## src/logic/exposure_timing_defs.vh

```
`ifndef EXPOSURE_TIMING_DEFS_VH
`define EXPOSURE_TIMING_DEFS_VH

// Clock and line periods, in units of 10 ps
`define CLK_PERIOD_PS10      22'h00_09C4
`define LINE_STD_PS10        22'h0E_DE64
`define LINE_SLOW_PS10       22'h31_8FF8

// Exposure limits, in ns
`define EXP_MIN_STD_NS       33'h0_000F_4240
`define EXP_MIN_SLOW_NS      33'h0_002D_C6C0
`define EXP_MAX_STD_NS       33'h0_7735_9400
`define EXP_MAX_SLOW_NS      33'h1_65A0_BC00
`define SUB_MIN_STD_NS       17'h0_9830
`define SUB_MIN_SLOW_NS      17'h1_FBC6
`define SUB_MIN_REF_SHIFT    2

// Conversion of ns to 10 ps units
`define NS_TO_PS10           40'h00_0000_0064

// Frame overheads, in line periods
`define TRIG_EXTRA_LINES     21'h00_000A
`define SYNC_EXTRA_LINES     21'h00_0005

// Trigger modes
`define MODE_FREE            3'h0
`define MODE_EDGE            3'h1
`define MODE_LEVEL           3'h2
`define MODE_SYNC            3'h3
`define MODE_START           3'h4
`define MODE_GR_EDGE         3'h5
`define MODE_GR_LEVEL        3'h6

`endif

```

## src/logic/exposure_quantizer.v

```verilog
`timescale 1ns/1ps
`include "exposure_timing_defs.vh"

module exposure_quantizer
(
  // Clock and reset
  input  wire        clk,
  input  wire        reset,
  // Request
  input  wire        start,
  input  wire [39:0] dividend,
  input  wire [21:0] divisor,
  // Result
  output reg         done,
  output reg  [19:0] line_count
);

  reg        busy_q;
  reg [5:0]  cnt_q;
  reg [39:0] num_q;
  reg [22:0] rem_q;
  reg [21:0] div_q;
  reg [22:0] rem_sh;
  reg [22:0] rem_d;
  reg        bit_d;

  always @*
  begin
    rem_sh = {rem_q[21:0], num_q[39]};
    bit_d  = (rem_sh >= {1'b0, div_q});
    rem_d  = bit_d ? (rem_sh - {1'b0, div_q}) : rem_sh;
  end

  ////////////////////////////////////////////////////////////////////////////
  // Restoring division, one quotient bit per clock, rounded up at the end

  always @(posedge clk or posedge reset)
  begin
    if (reset)
    begin
      busy_q     <= 1'b0;
      cnt_q      <= 6'h00;
      num_q      <= 40'h00_0000_0000;
      rem_q      <= 23'h00_0000;
      div_q      <= 22'h00_0000;
      done       <= 1'b0;
      line_count <= 20'h0_0000;
    end
    else
    begin
      done <= 1'b0;
      if (start)
      begin
        busy_q <= 1'b1;
        cnt_q  <= 6'h27;
        num_q  <= dividend;
        rem_q  <= 23'h00_0000;
        div_q  <= divisor;
      end
      else if (busy_q)
      begin
        num_q <= {num_q[38:0], bit_d};
        rem_q <= rem_d;
        cnt_q <= cnt_q - 6'h01;
        if (cnt_q == 6'h00)
        begin
          busy_q     <= 1'b0;
          done       <= 1'b1;
          line_count <= num_q[18:0] * 20'h0_0002 + {19'h0_0000, bit_d}
                        + {19'h0_0000, (rem_d != 23'h00_0000)};
        end
      end
    end
  end

endmodule

```

## src/logic/split_area_exposure_timing.v

```verilog
// Function
// Slow scan line period 32.4812 us; free run frame is line count lines.
// Edge or level trigger frame is lines plus exposure plus ten lines.
// Synchronous readout trigger frame is line count plus five lines.
// Start trigger uses the free running frame period.
// Frame period ignores output pixel bit depth.
// Top and bottom halves keep separate exposure settings.
// Exposure rounds up to whole line periods of the current scan.
// Standard scan exposure accepted from 1 ms to 2 s.
// Slow scan exposure accepted from 3 ms to 6 s.
// Sub-array minimum exposure scales with sub-array lines, 4-line base.
// Free run sub-array below 1 ms or 3 ms shares one exposure.
// Shorter exposure starts later so both halves end together.
// Free run shutters shorter half; both if both below readout.
// Level, global reset level and sync readout share one exposure.
// Global exposure pulse follows longer or shorter half as selected.
// No global exposure pulse when both halves below readout time.
// Exposure kept in line counts; a line tick advances all timing.
`timescale 1ns/1ps
`include "exposure_timing_defs.vh"

module split_area_exposure_timing
(
  // Clock and reset
  input  wire        clk,
  input  wire        reset,
  // Configuration
  input  wire        slow_scan,
  input  wire [2:0]  trigger_mode,
  input  wire [10:0] vertical_line_count,
  input  wire        subarray_en,
  input  wire [10:0] subarray_lines,
  input  wire        gexp_follow_short,
  input  wire        run_en,
  // Exposure requests in ns
  input  wire        load,
  input  wire [32:0] requested_exposure_top,
  input  wire [32:0] requested_exposure_bot,
  // Trigger
  input  wire        trigger_in,
  // Status
  output reg         exposure_ready_q,
  output reg         exposure_clamped_q,
  output reg  [19:0] exposure_line_count_top_q,
  output reg  [19:0] exposure_line_count_bot_q,
  output reg  [20:0] frame_lines_q,
  // Timing outputs
  output reg         line_tick_q,
  output reg         readout_start_q,
  output reg         expose_top_q,
  output reg         expose_bot_q,
  output reg         shutter_top_q,
  output reg         shutter_bot_q,
  output reg         global_exposure_q
);

  localparam [1:0] S_IDLE = 2'b01;
  localparam [1:0] S_RUN  = 2'b10;

  reg  [1:0]  state_q;
  reg         slow_q;
  reg         trig_prev_q;
  reg  [21:0] acc_q;
  reg  [20:0] lc_q;
  reg  [19:0] raw_top_q;
  reg  [19:0] raw_bot_q;
  reg         below_top_q;
  reg  [1:0]  done_seen_q;
  wire [1:0]  q_done;
  wire [19:0] q_count [0:1];

  ////////////////////////////////////////////////////////////////////////////
  // Request range check and conversion

  wire [21:0] line_ps10 = slow_scan ? `LINE_SLOW_PS10 : `LINE_STD_PS10;
  wire [21:0] line_run  = slow_q ? `LINE_SLOW_PS10 : `LINE_STD_PS10;
  wire [16:0] sub_base  = slow_scan ? `SUB_MIN_SLOW_NS : `SUB_MIN_STD_NS;
  wire [27:0] sub_prod  = {11'h000, sub_base} * {17'h0_0000, subarray_lines};
  wire [32:0] sub_min   = {7'h00, sub_prod[27:`SUB_MIN_REF_SHIFT]};
  wire [32:0] full_min  = slow_scan ? `EXP_MIN_SLOW_NS : `EXP_MIN_STD_NS;
  wire [32:0] exp_min   = subarray_en ? sub_min : full_min;
  wire [32:0] exp_max   = slow_scan ? `EXP_MAX_SLOW_NS : `EXP_MAX_STD_NS;
  wire [32:0] req [0:1];
  wire [32:0] clamped [0:1];
  wire [1:0]  clamp_hit;

  assign req[0] = requested_exposure_top;
  assign req[1] = requested_exposure_bot;

  genvar g;
  generate
    for (g = 0; g < 2; g = g + 1)
    begin : half
      assign clamped[g]   = (req[g] < exp_min) ? exp_min :
                            (req[g] > exp_max) ? exp_max : req[g];
      assign clamp_hit[g] = (req[g] < exp_min) || (req[g] > exp_max);
      exposure_quantizer quant
      (
        .clk        (clk),
        .reset      (reset),
        .start      (load),
        .dividend   ({7'h00, clamped[g]} * `NS_TO_PS10),
        .divisor    (line_ps10),
        .done       (q_done[g]),
        .line_count (q_count[g])
      );
    end
  endgenerate

  ////////////////////////////////////////////////////////////////////////////
  // Mode decode and shared-exposure selection

  wire m_free  = (trigger_mode == `MODE_FREE);
  wire m_start = (trigger_mode == `MODE_START);
  wire m_sync  = (trigger_mode == `MODE_SYNC);
  wire m_grst  = (trigger_mode == `MODE_GR_EDGE) ||
                 (trigger_mode == `MODE_GR_LEVEL);
  wire m_trig  = (trigger_mode == `MODE_EDGE) ||
                 (trigger_mode == `MODE_LEVEL) || m_grst;
  wire m_share = (trigger_mode == `MODE_LEVEL) ||
                 (trigger_mode == `MODE_GR_LEVEL) || m_sync;
  wire sub_share = m_free && subarray_en && below_top_q;
  wire share     = m_share || sub_share;

  wire [19:0] exp_top  = raw_top_q;
  wire [19:0] exp_bot  = share ? raw_top_q : raw_bot_q;
  wire [19:0] exp_long = (exp_top > exp_bot) ? exp_top : exp_bot;
  wire [20:0] vn       = {10'h000, vertical_line_count};
  wire        both_short = (exp_top < vn[19:0]) && (exp_bot < vn[19:0]);

  // Frame length in lines; no bit depth enters here
  reg [20:0] frame_len;
  reg [20:0] ro_at;
  always @*
  begin
    if (m_trig)
    begin
      frame_len = vn + {1'b0, exp_long} + `TRIG_EXTRA_LINES;
      ro_at     = {1'b0, exp_long};
    end
    else if (m_sync)
    begin
      frame_len = vn + `SYNC_EXTRA_LINES;
      ro_at     = 21'h00_0000;
    end
    else
    begin
      frame_len = vn;
      ro_at     = vn;
    end
  end

  ////////////////////////////////////////////////////////////////////////////
  // Exposure windows: measured back from the common readout start, except the sync-mode idle window (idle_x)

  wire        run    = (state_q == S_RUN);
  wire [20:0] remain = ro_at - lc_q;
  wire        pre_ro = run && (lc_q < ro_at);
  wire        idle_x = (state_q == S_IDLE) && m_sync && run_en;
  wire [20:0] gx_top = m_grst ? {1'b0, exp_top} : ({1'b0, exp_top} - vn);
  wire [20:0] gx_bot = m_grst ? {1'b0, exp_bot} : ({1'b0, exp_bot} - vn);
  wire        g_top  = pre_ro && (m_grst || exp_top > vn[19:0]) &&
                       (remain <= gx_top);
  wire        g_bot  = pre_ro && (m_grst || exp_bot > vn[19:0]) &&
                       (remain <= gx_bot);
  wire        top_long = (exp_top >= exp_bot);
  wire        g_long   = top_long ? g_top : g_bot;
  wire        g_short  = top_long ? g_bot : g_top;
  wire        trig_rise = trigger_in && !trig_prev_q;
  wire        tick_d    = (acc_q + `CLK_PERIOD_PS10) >= line_run;
  wire        last_line = (lc_q >= frame_len - 21'h00_0001);

  ////////////////////////////////////////////////////////////////////////////
  // Line tick, exposure registers and frame sequencer

  always @(posedge clk or posedge reset)
  begin
    if (reset)
    begin
      state_q                   <= S_IDLE;
      slow_q                    <= 1'b0;
      trig_prev_q               <= 1'b0;
      acc_q                     <= 22'h00_0000;
      lc_q                      <= 21'h00_0000;
      raw_top_q                 <= 20'h0_0000;
      raw_bot_q                 <= 20'h0_0000;
      below_top_q               <= 1'b0;
      done_seen_q               <= 2'b00;
      exposure_ready_q          <= 1'b0;
      exposure_clamped_q        <= 1'b0;
      exposure_line_count_top_q <= 20'h0_0000;
      exposure_line_count_bot_q <= 20'h0_0000;
      frame_lines_q             <= 21'h00_0000;
      line_tick_q               <= 1'b0;
      readout_start_q           <= 1'b0;
      expose_top_q              <= 1'b0;
      expose_bot_q              <= 1'b0;
      shutter_top_q             <= 1'b0;
      shutter_bot_q             <= 1'b0;
      global_exposure_q         <= 1'b0;
    end
    else
    begin
      trig_prev_q <= trigger_in;
      // Fractional accumulator keeps the average line period exact
      acc_q <= tick_d ? (acc_q + `CLK_PERIOD_PS10 - line_run)
                      : (acc_q + `CLK_PERIOD_PS10);
      line_tick_q <= tick_d;

      if (load)
      begin
        // Restart line timing: a switch to the shorter line period would
        // otherwise leave acc_q high and fire several ticks back to back
        acc_q              <= 22'h00_0000;
        slow_q             <= slow_scan;
        done_seen_q        <= 2'b00;
        exposure_ready_q   <= 1'b0;
        exposure_clamped_q <= |clamp_hit;
        below_top_q        <= (clamped[0] <= full_min);
      end
      else
      begin
        if (q_done[0])
          raw_top_q <= q_count[0];
        if (q_done[1])
          raw_bot_q <= q_count[1];
        done_seen_q <= done_seen_q | q_done;
        if ((done_seen_q | q_done) == 2'b11)
          exposure_ready_q <= 1'b1;
      end

      exposure_line_count_top_q <= exp_top;
      exposure_line_count_bot_q <= exp_bot;
      frame_lines_q             <= frame_len;
      readout_start_q           <= 1'b0;

      case (state_q)
        S_IDLE:
        begin
          lc_q <= 21'h00_0000;
          // Free run starts at once; the other modes wait for a rising edge
          if (run_en && exposure_ready_q && (m_free || trig_rise))
          begin
            state_q         <= S_RUN;
            readout_start_q <= m_sync;
          end
        end
        S_RUN:
        begin
          if (!run_en)
            state_q <= S_IDLE;
          else if (tick_d)
          begin
            if (last_line)
            begin
              lc_q <= 21'h00_0000;
              // Triggered frames end here; edges seen during them are lost
              if (!(m_free || m_start))
                state_q <= S_IDLE;
              else
                readout_start_q <= 1'b1;
            end
            else
            begin
              lc_q <= lc_q + 21'h00_0001;
              if (m_trig && (lc_q + 21'h00_0001 == ro_at))
                readout_start_q <= 1'b1;
            end
          end
        end
        default:
        begin
          state_q <= S_IDLE;
        end
      endcase

      // Both windows close at ro_at, so the shorter one opens later
      expose_top_q <= idle_x ||
                      (pre_ro && remain <= {1'b0, exp_top});
      expose_bot_q <= idle_x ||
                      (pre_ro && remain <= {1'b0, exp_bot});
      shutter_top_q <= (m_free || m_start) &&
                       ((exp_top < exp_bot) || both_short);
      shutter_bot_q <= (m_free || m_start) &&
                       ((exp_bot < exp_top) || both_short);
      global_exposure_q <= !both_short &&
                           (gexp_follow_short ? g_short : g_long);
    end
  end

endmodule

```

## config.mk

```make
export PLATFORM = sky130hd
export DESIGN_NAME = split_area_exposure_timing
export DESIGN_NICKNAME = d
export VERILOG_FILES = /design/src/logic/exposure_quantizer.v /design/src/logic/split_area_exposure_timing.v
export VERILOG_INCLUDE_DIRS = /design/src /design/src/logic
export SDC_FILE = /design/constraint.sdc
export NUM_CORES = 2
export LEC_CHECK = 0
export ABC_CLOCK_PERIOD_IN_PS = 27300
export BUFFER_PORTS_ARGS = -buffer_cell sky130_fd_sc_hd__buf_2
export CORE_ASPECT_RATIO = 1.75
export CORE_MARGIN = 8
export CORE_UTILIZATION = 50
export CTS_CLUSTER_DIAMETER = 100
export CTS_CLUSTER_SIZE = 25
export DETAILED_ROUTE_END_ITERATION = 12
export PLACE_DENSITY = 0.79
export SKIP_LAST_GASP = 1
export SLEW_MARGIN = 20
export SYNTH_ARGS = -nofsm -noshare
export SYNTH_HDL_FRONTEND = slang
export SYNTH_SLANG_ARGS = --single-unit
export TNS_END_PERCENT = 10
```

## constraint.sdc

```tcl
create_clock -name clk -period 27.3 [get_ports clk]
set_input_delay 4.095 -clock clk [delete_from_list [all_inputs] [get_ports clk]]
set_output_delay 4.095 -clock clk [all_outputs]
set_load 0.02 [all_outputs]
```

==> out/metrics.csv <==
metric,value,unit
cell taking the most area after synthesis,dfrtp_1,
CTS max path bufs,3,
"Cell Count, Final, Fillers Out",5668,
Reg2Reg Depth,39,
Max Cap Viol,0,
Slew @ Worst Pin,1.27,ns
fin crit period,17.86,ns
DR iter-0 viols,2321,
area of the mapped netlist,0.0392,mm²
period utilization,65.4,%
proportion of layout cells with a drive suffix above 1,7.45,%
vias in the first global route,35100,
sequential area share after synthesis,21.7,%
Area Overhead vs Synth,6.29,%
Routed WL per cell,20.0,µm
Synth Flop Type,dfrtp_1,
"Setup Fix Bufs, Post-CTS",0,
CTS sink count,340,
full die area,0.0880,mm²
"Distinct cells, synth",96,
GR Util All Layers,25.4,%
Slew Limit Headroom,14.6,%
Crit path largest cell delay,0.78,ns
Post-synth EDFFs,0,
final wirelength,113000,µm
# resized after CTS,0,
CTS Hold Bufs,0,
f_max,56.0,MHz
number of top-level pins,169,
core footprint,0.0781,mm²
total power draw,3.13,mW
Worst Skew,0.0382,ns
"CTS clk-pin slew, worst paths",0.10,ns
CP Max Fanout,49,
synthesis-stage register bit count,340,
final count of pins violating max slew,0,
CP Launch Type,input port,
async set-reset flop share out of synthesis,100,%
Avg Inst Size Synth,8.64,µm²
Num CTS Buffers,18,
status,finished clean,
Commonest cells post-synth,"ha_1, inv_1, dfrtp_1, nand2_1, nor2_1",
vias per std cell,5.96,
Sum Neg Setup Slack,0,ns
Hold Path Depth,0,
Final ANT Viol Nets,0,
Static Leak,21.5,nW
I/O Buffers,168,
initial antenna violation count,2,
Die Width,228,µm
GR Overflow Total,0,
HP Class,reg -> reg,
cell count after synthesis,4537,
first-pass GRT wire length,180000,µm
VDD IR-drop max,98.5,µV
# DRC,0,
Vias,33800,
post-DP HPWL,92500,µm
htree depth,1,
Fillers,7220,
fin nets,5510,
Row Count,136,
crit path kind,in -> reg,
ranking of synthesized cells by area,"dfrtp_1, ha_1, fa_1",
crit end category,register,
RSZ-0062 raised after global routing,no,
WP data required,27.72,ns
antenna cells,0,
PD cells,75.2,mW/mm²
Final Hold Fails,0,
placed insts,5638,
DRT Pass-1 Iters,6,
crit path DAT,18.29,ns
setup violators final,0,
YS warnings,0,
largest net degree at the start of global routing,145,
Die Height,386,µm
Critical Path Slowest Stage Cell,o41ai_1,
cell with the most instances after synthesis,ha_1,
Initial Utilization,50.2,%
CTS tree,yes,
clock root cell,clkbuf_16,
top cell type's share of synthesized area,21.6,%
Final Util,53.4,%
Worst-Skew Late Latency,0.57,ns
GPL Wtd Cong,1.04,
[routing by layer]
metal	vias up	GRT usage, %	wire (µm)	share of wire (%)
met4	0	17.7	9110	8.0
met1	16200	26.1	40100	35
met2	1130	47.2	58700	52
li1	16100	-	-	-
met3	419	2.49	5380	4.7
met5	-	0	0	0
[placed cells by master (no fill, tap or decap), types with 60 or more instances in the layout]
| master | count |
|---|---|
| nand3_1 | 112 |
| nor2b_1 | 60 |
| xnor2_1 | 216 |
| inv_1 | 470 |
| ha_1 | 632 |
| fa_1 | 155 |
| dfrtp_1 | 337 |
| o21ai_0 | 313 |
| mux2i_1 | 146 |
| a21o_1 | 118 |
| nand4_1 | 72 |
| nand2_1 | 338 |
| xor2_1 | 86 |
| a21oi_1 | 262 |
| nor3_1 | 74 |
| buf_2 | 167 |
| mux2_2 | 60 |
| nor2_1 | 337 |
[critical path: cells and delay by family]
kind | cells | cell delay, ns
xor+xnor | 2 | 0.35
fa+ha+maj | 11 | 4.89
simple gates | 8 | 1.82
buf+inv | 9 | 1.74
compound gates | 20 | 5.33
[power by group]
part,switching (mW),internal [mW]
combinational,1.27,0.887
sequential,0.0832,0.586
clock,0.178,0.132
total,1.53,1.61
[state kept, by name (all words and copies together) (netlist names), 2 cells and up]
signal,cells
done_seen_q,2
exposure_line_count_bot_q,20
half.quant.num_q,80
state_q,2
frame_lines_q,21
exp_top,20
half.quant.busy_q,2
half.quant.div_q,3
half.quant.rem_q,44
half.quant.done,2
lc_q,21
half.quant.line_count,40
raw_bot_q,20
half.quant.cnt_q,12
exposure_line_count_top_q,20
acc_q,20
[kinds of logic after synthesis]
logic type	synth area share (%)
and+or+nand+nor	15.3
buffers and inverters	5.85
xor gates and xnor gates	6.75
muxes	5.45
AOI/OAI and AO/OA	16.8
other	0.0192
DFF	21.7
adders and majority gates	28.1
[path summary, 6_finish.rpt]
path / slack [ns] / from / end
hold / removal: 0.46 / exp_top[17] / exposure_line_count_top_q[17]
min in group asynchronous: 3.68 / reset / acc_q[17]
setup / recovery: 9.44 / slow_scan / half[0].quant.num_q[39]
max in group asynchronous: 22.17 / reset / half[0].quant.busy_q
setup reg to reg: 15.51 / below_top_q / lc_q[5]
hold reg to reg: 0.46 / exp_top[17] / exposure_line_count_top_q[17]
[stage by stage]
step / hold WS, ns / setup slack [ns] / instance area [µm²]
2_1_floorplan: 0.352 / 10.49 / 39200
3_3_place_gp: 0.445 / 9.35 / 41100
3_5_place_dp: 0.443 / 9.07 / 41100
4_1_cts: 0.465 / 9.63 / 41700
5_1_grt: 0.478 / 8.55 / 41700
6_report: 0.463 / 9.44 / 41700
[layout make-up]
class                      count  area, µm²  share of cell area (%)
inverter                     475       1800                    4.31
timing repair buffer         196       1070                    2.57
clock buffer                  26        502                    1.20
clock inverter                 4       47.5                   0.114
sequential                   340       8520                    20.4
tap                         1035       1290                    3.11
multi-input combinational   3592      28500                    68.3
(Power assumes the default switching activity.)
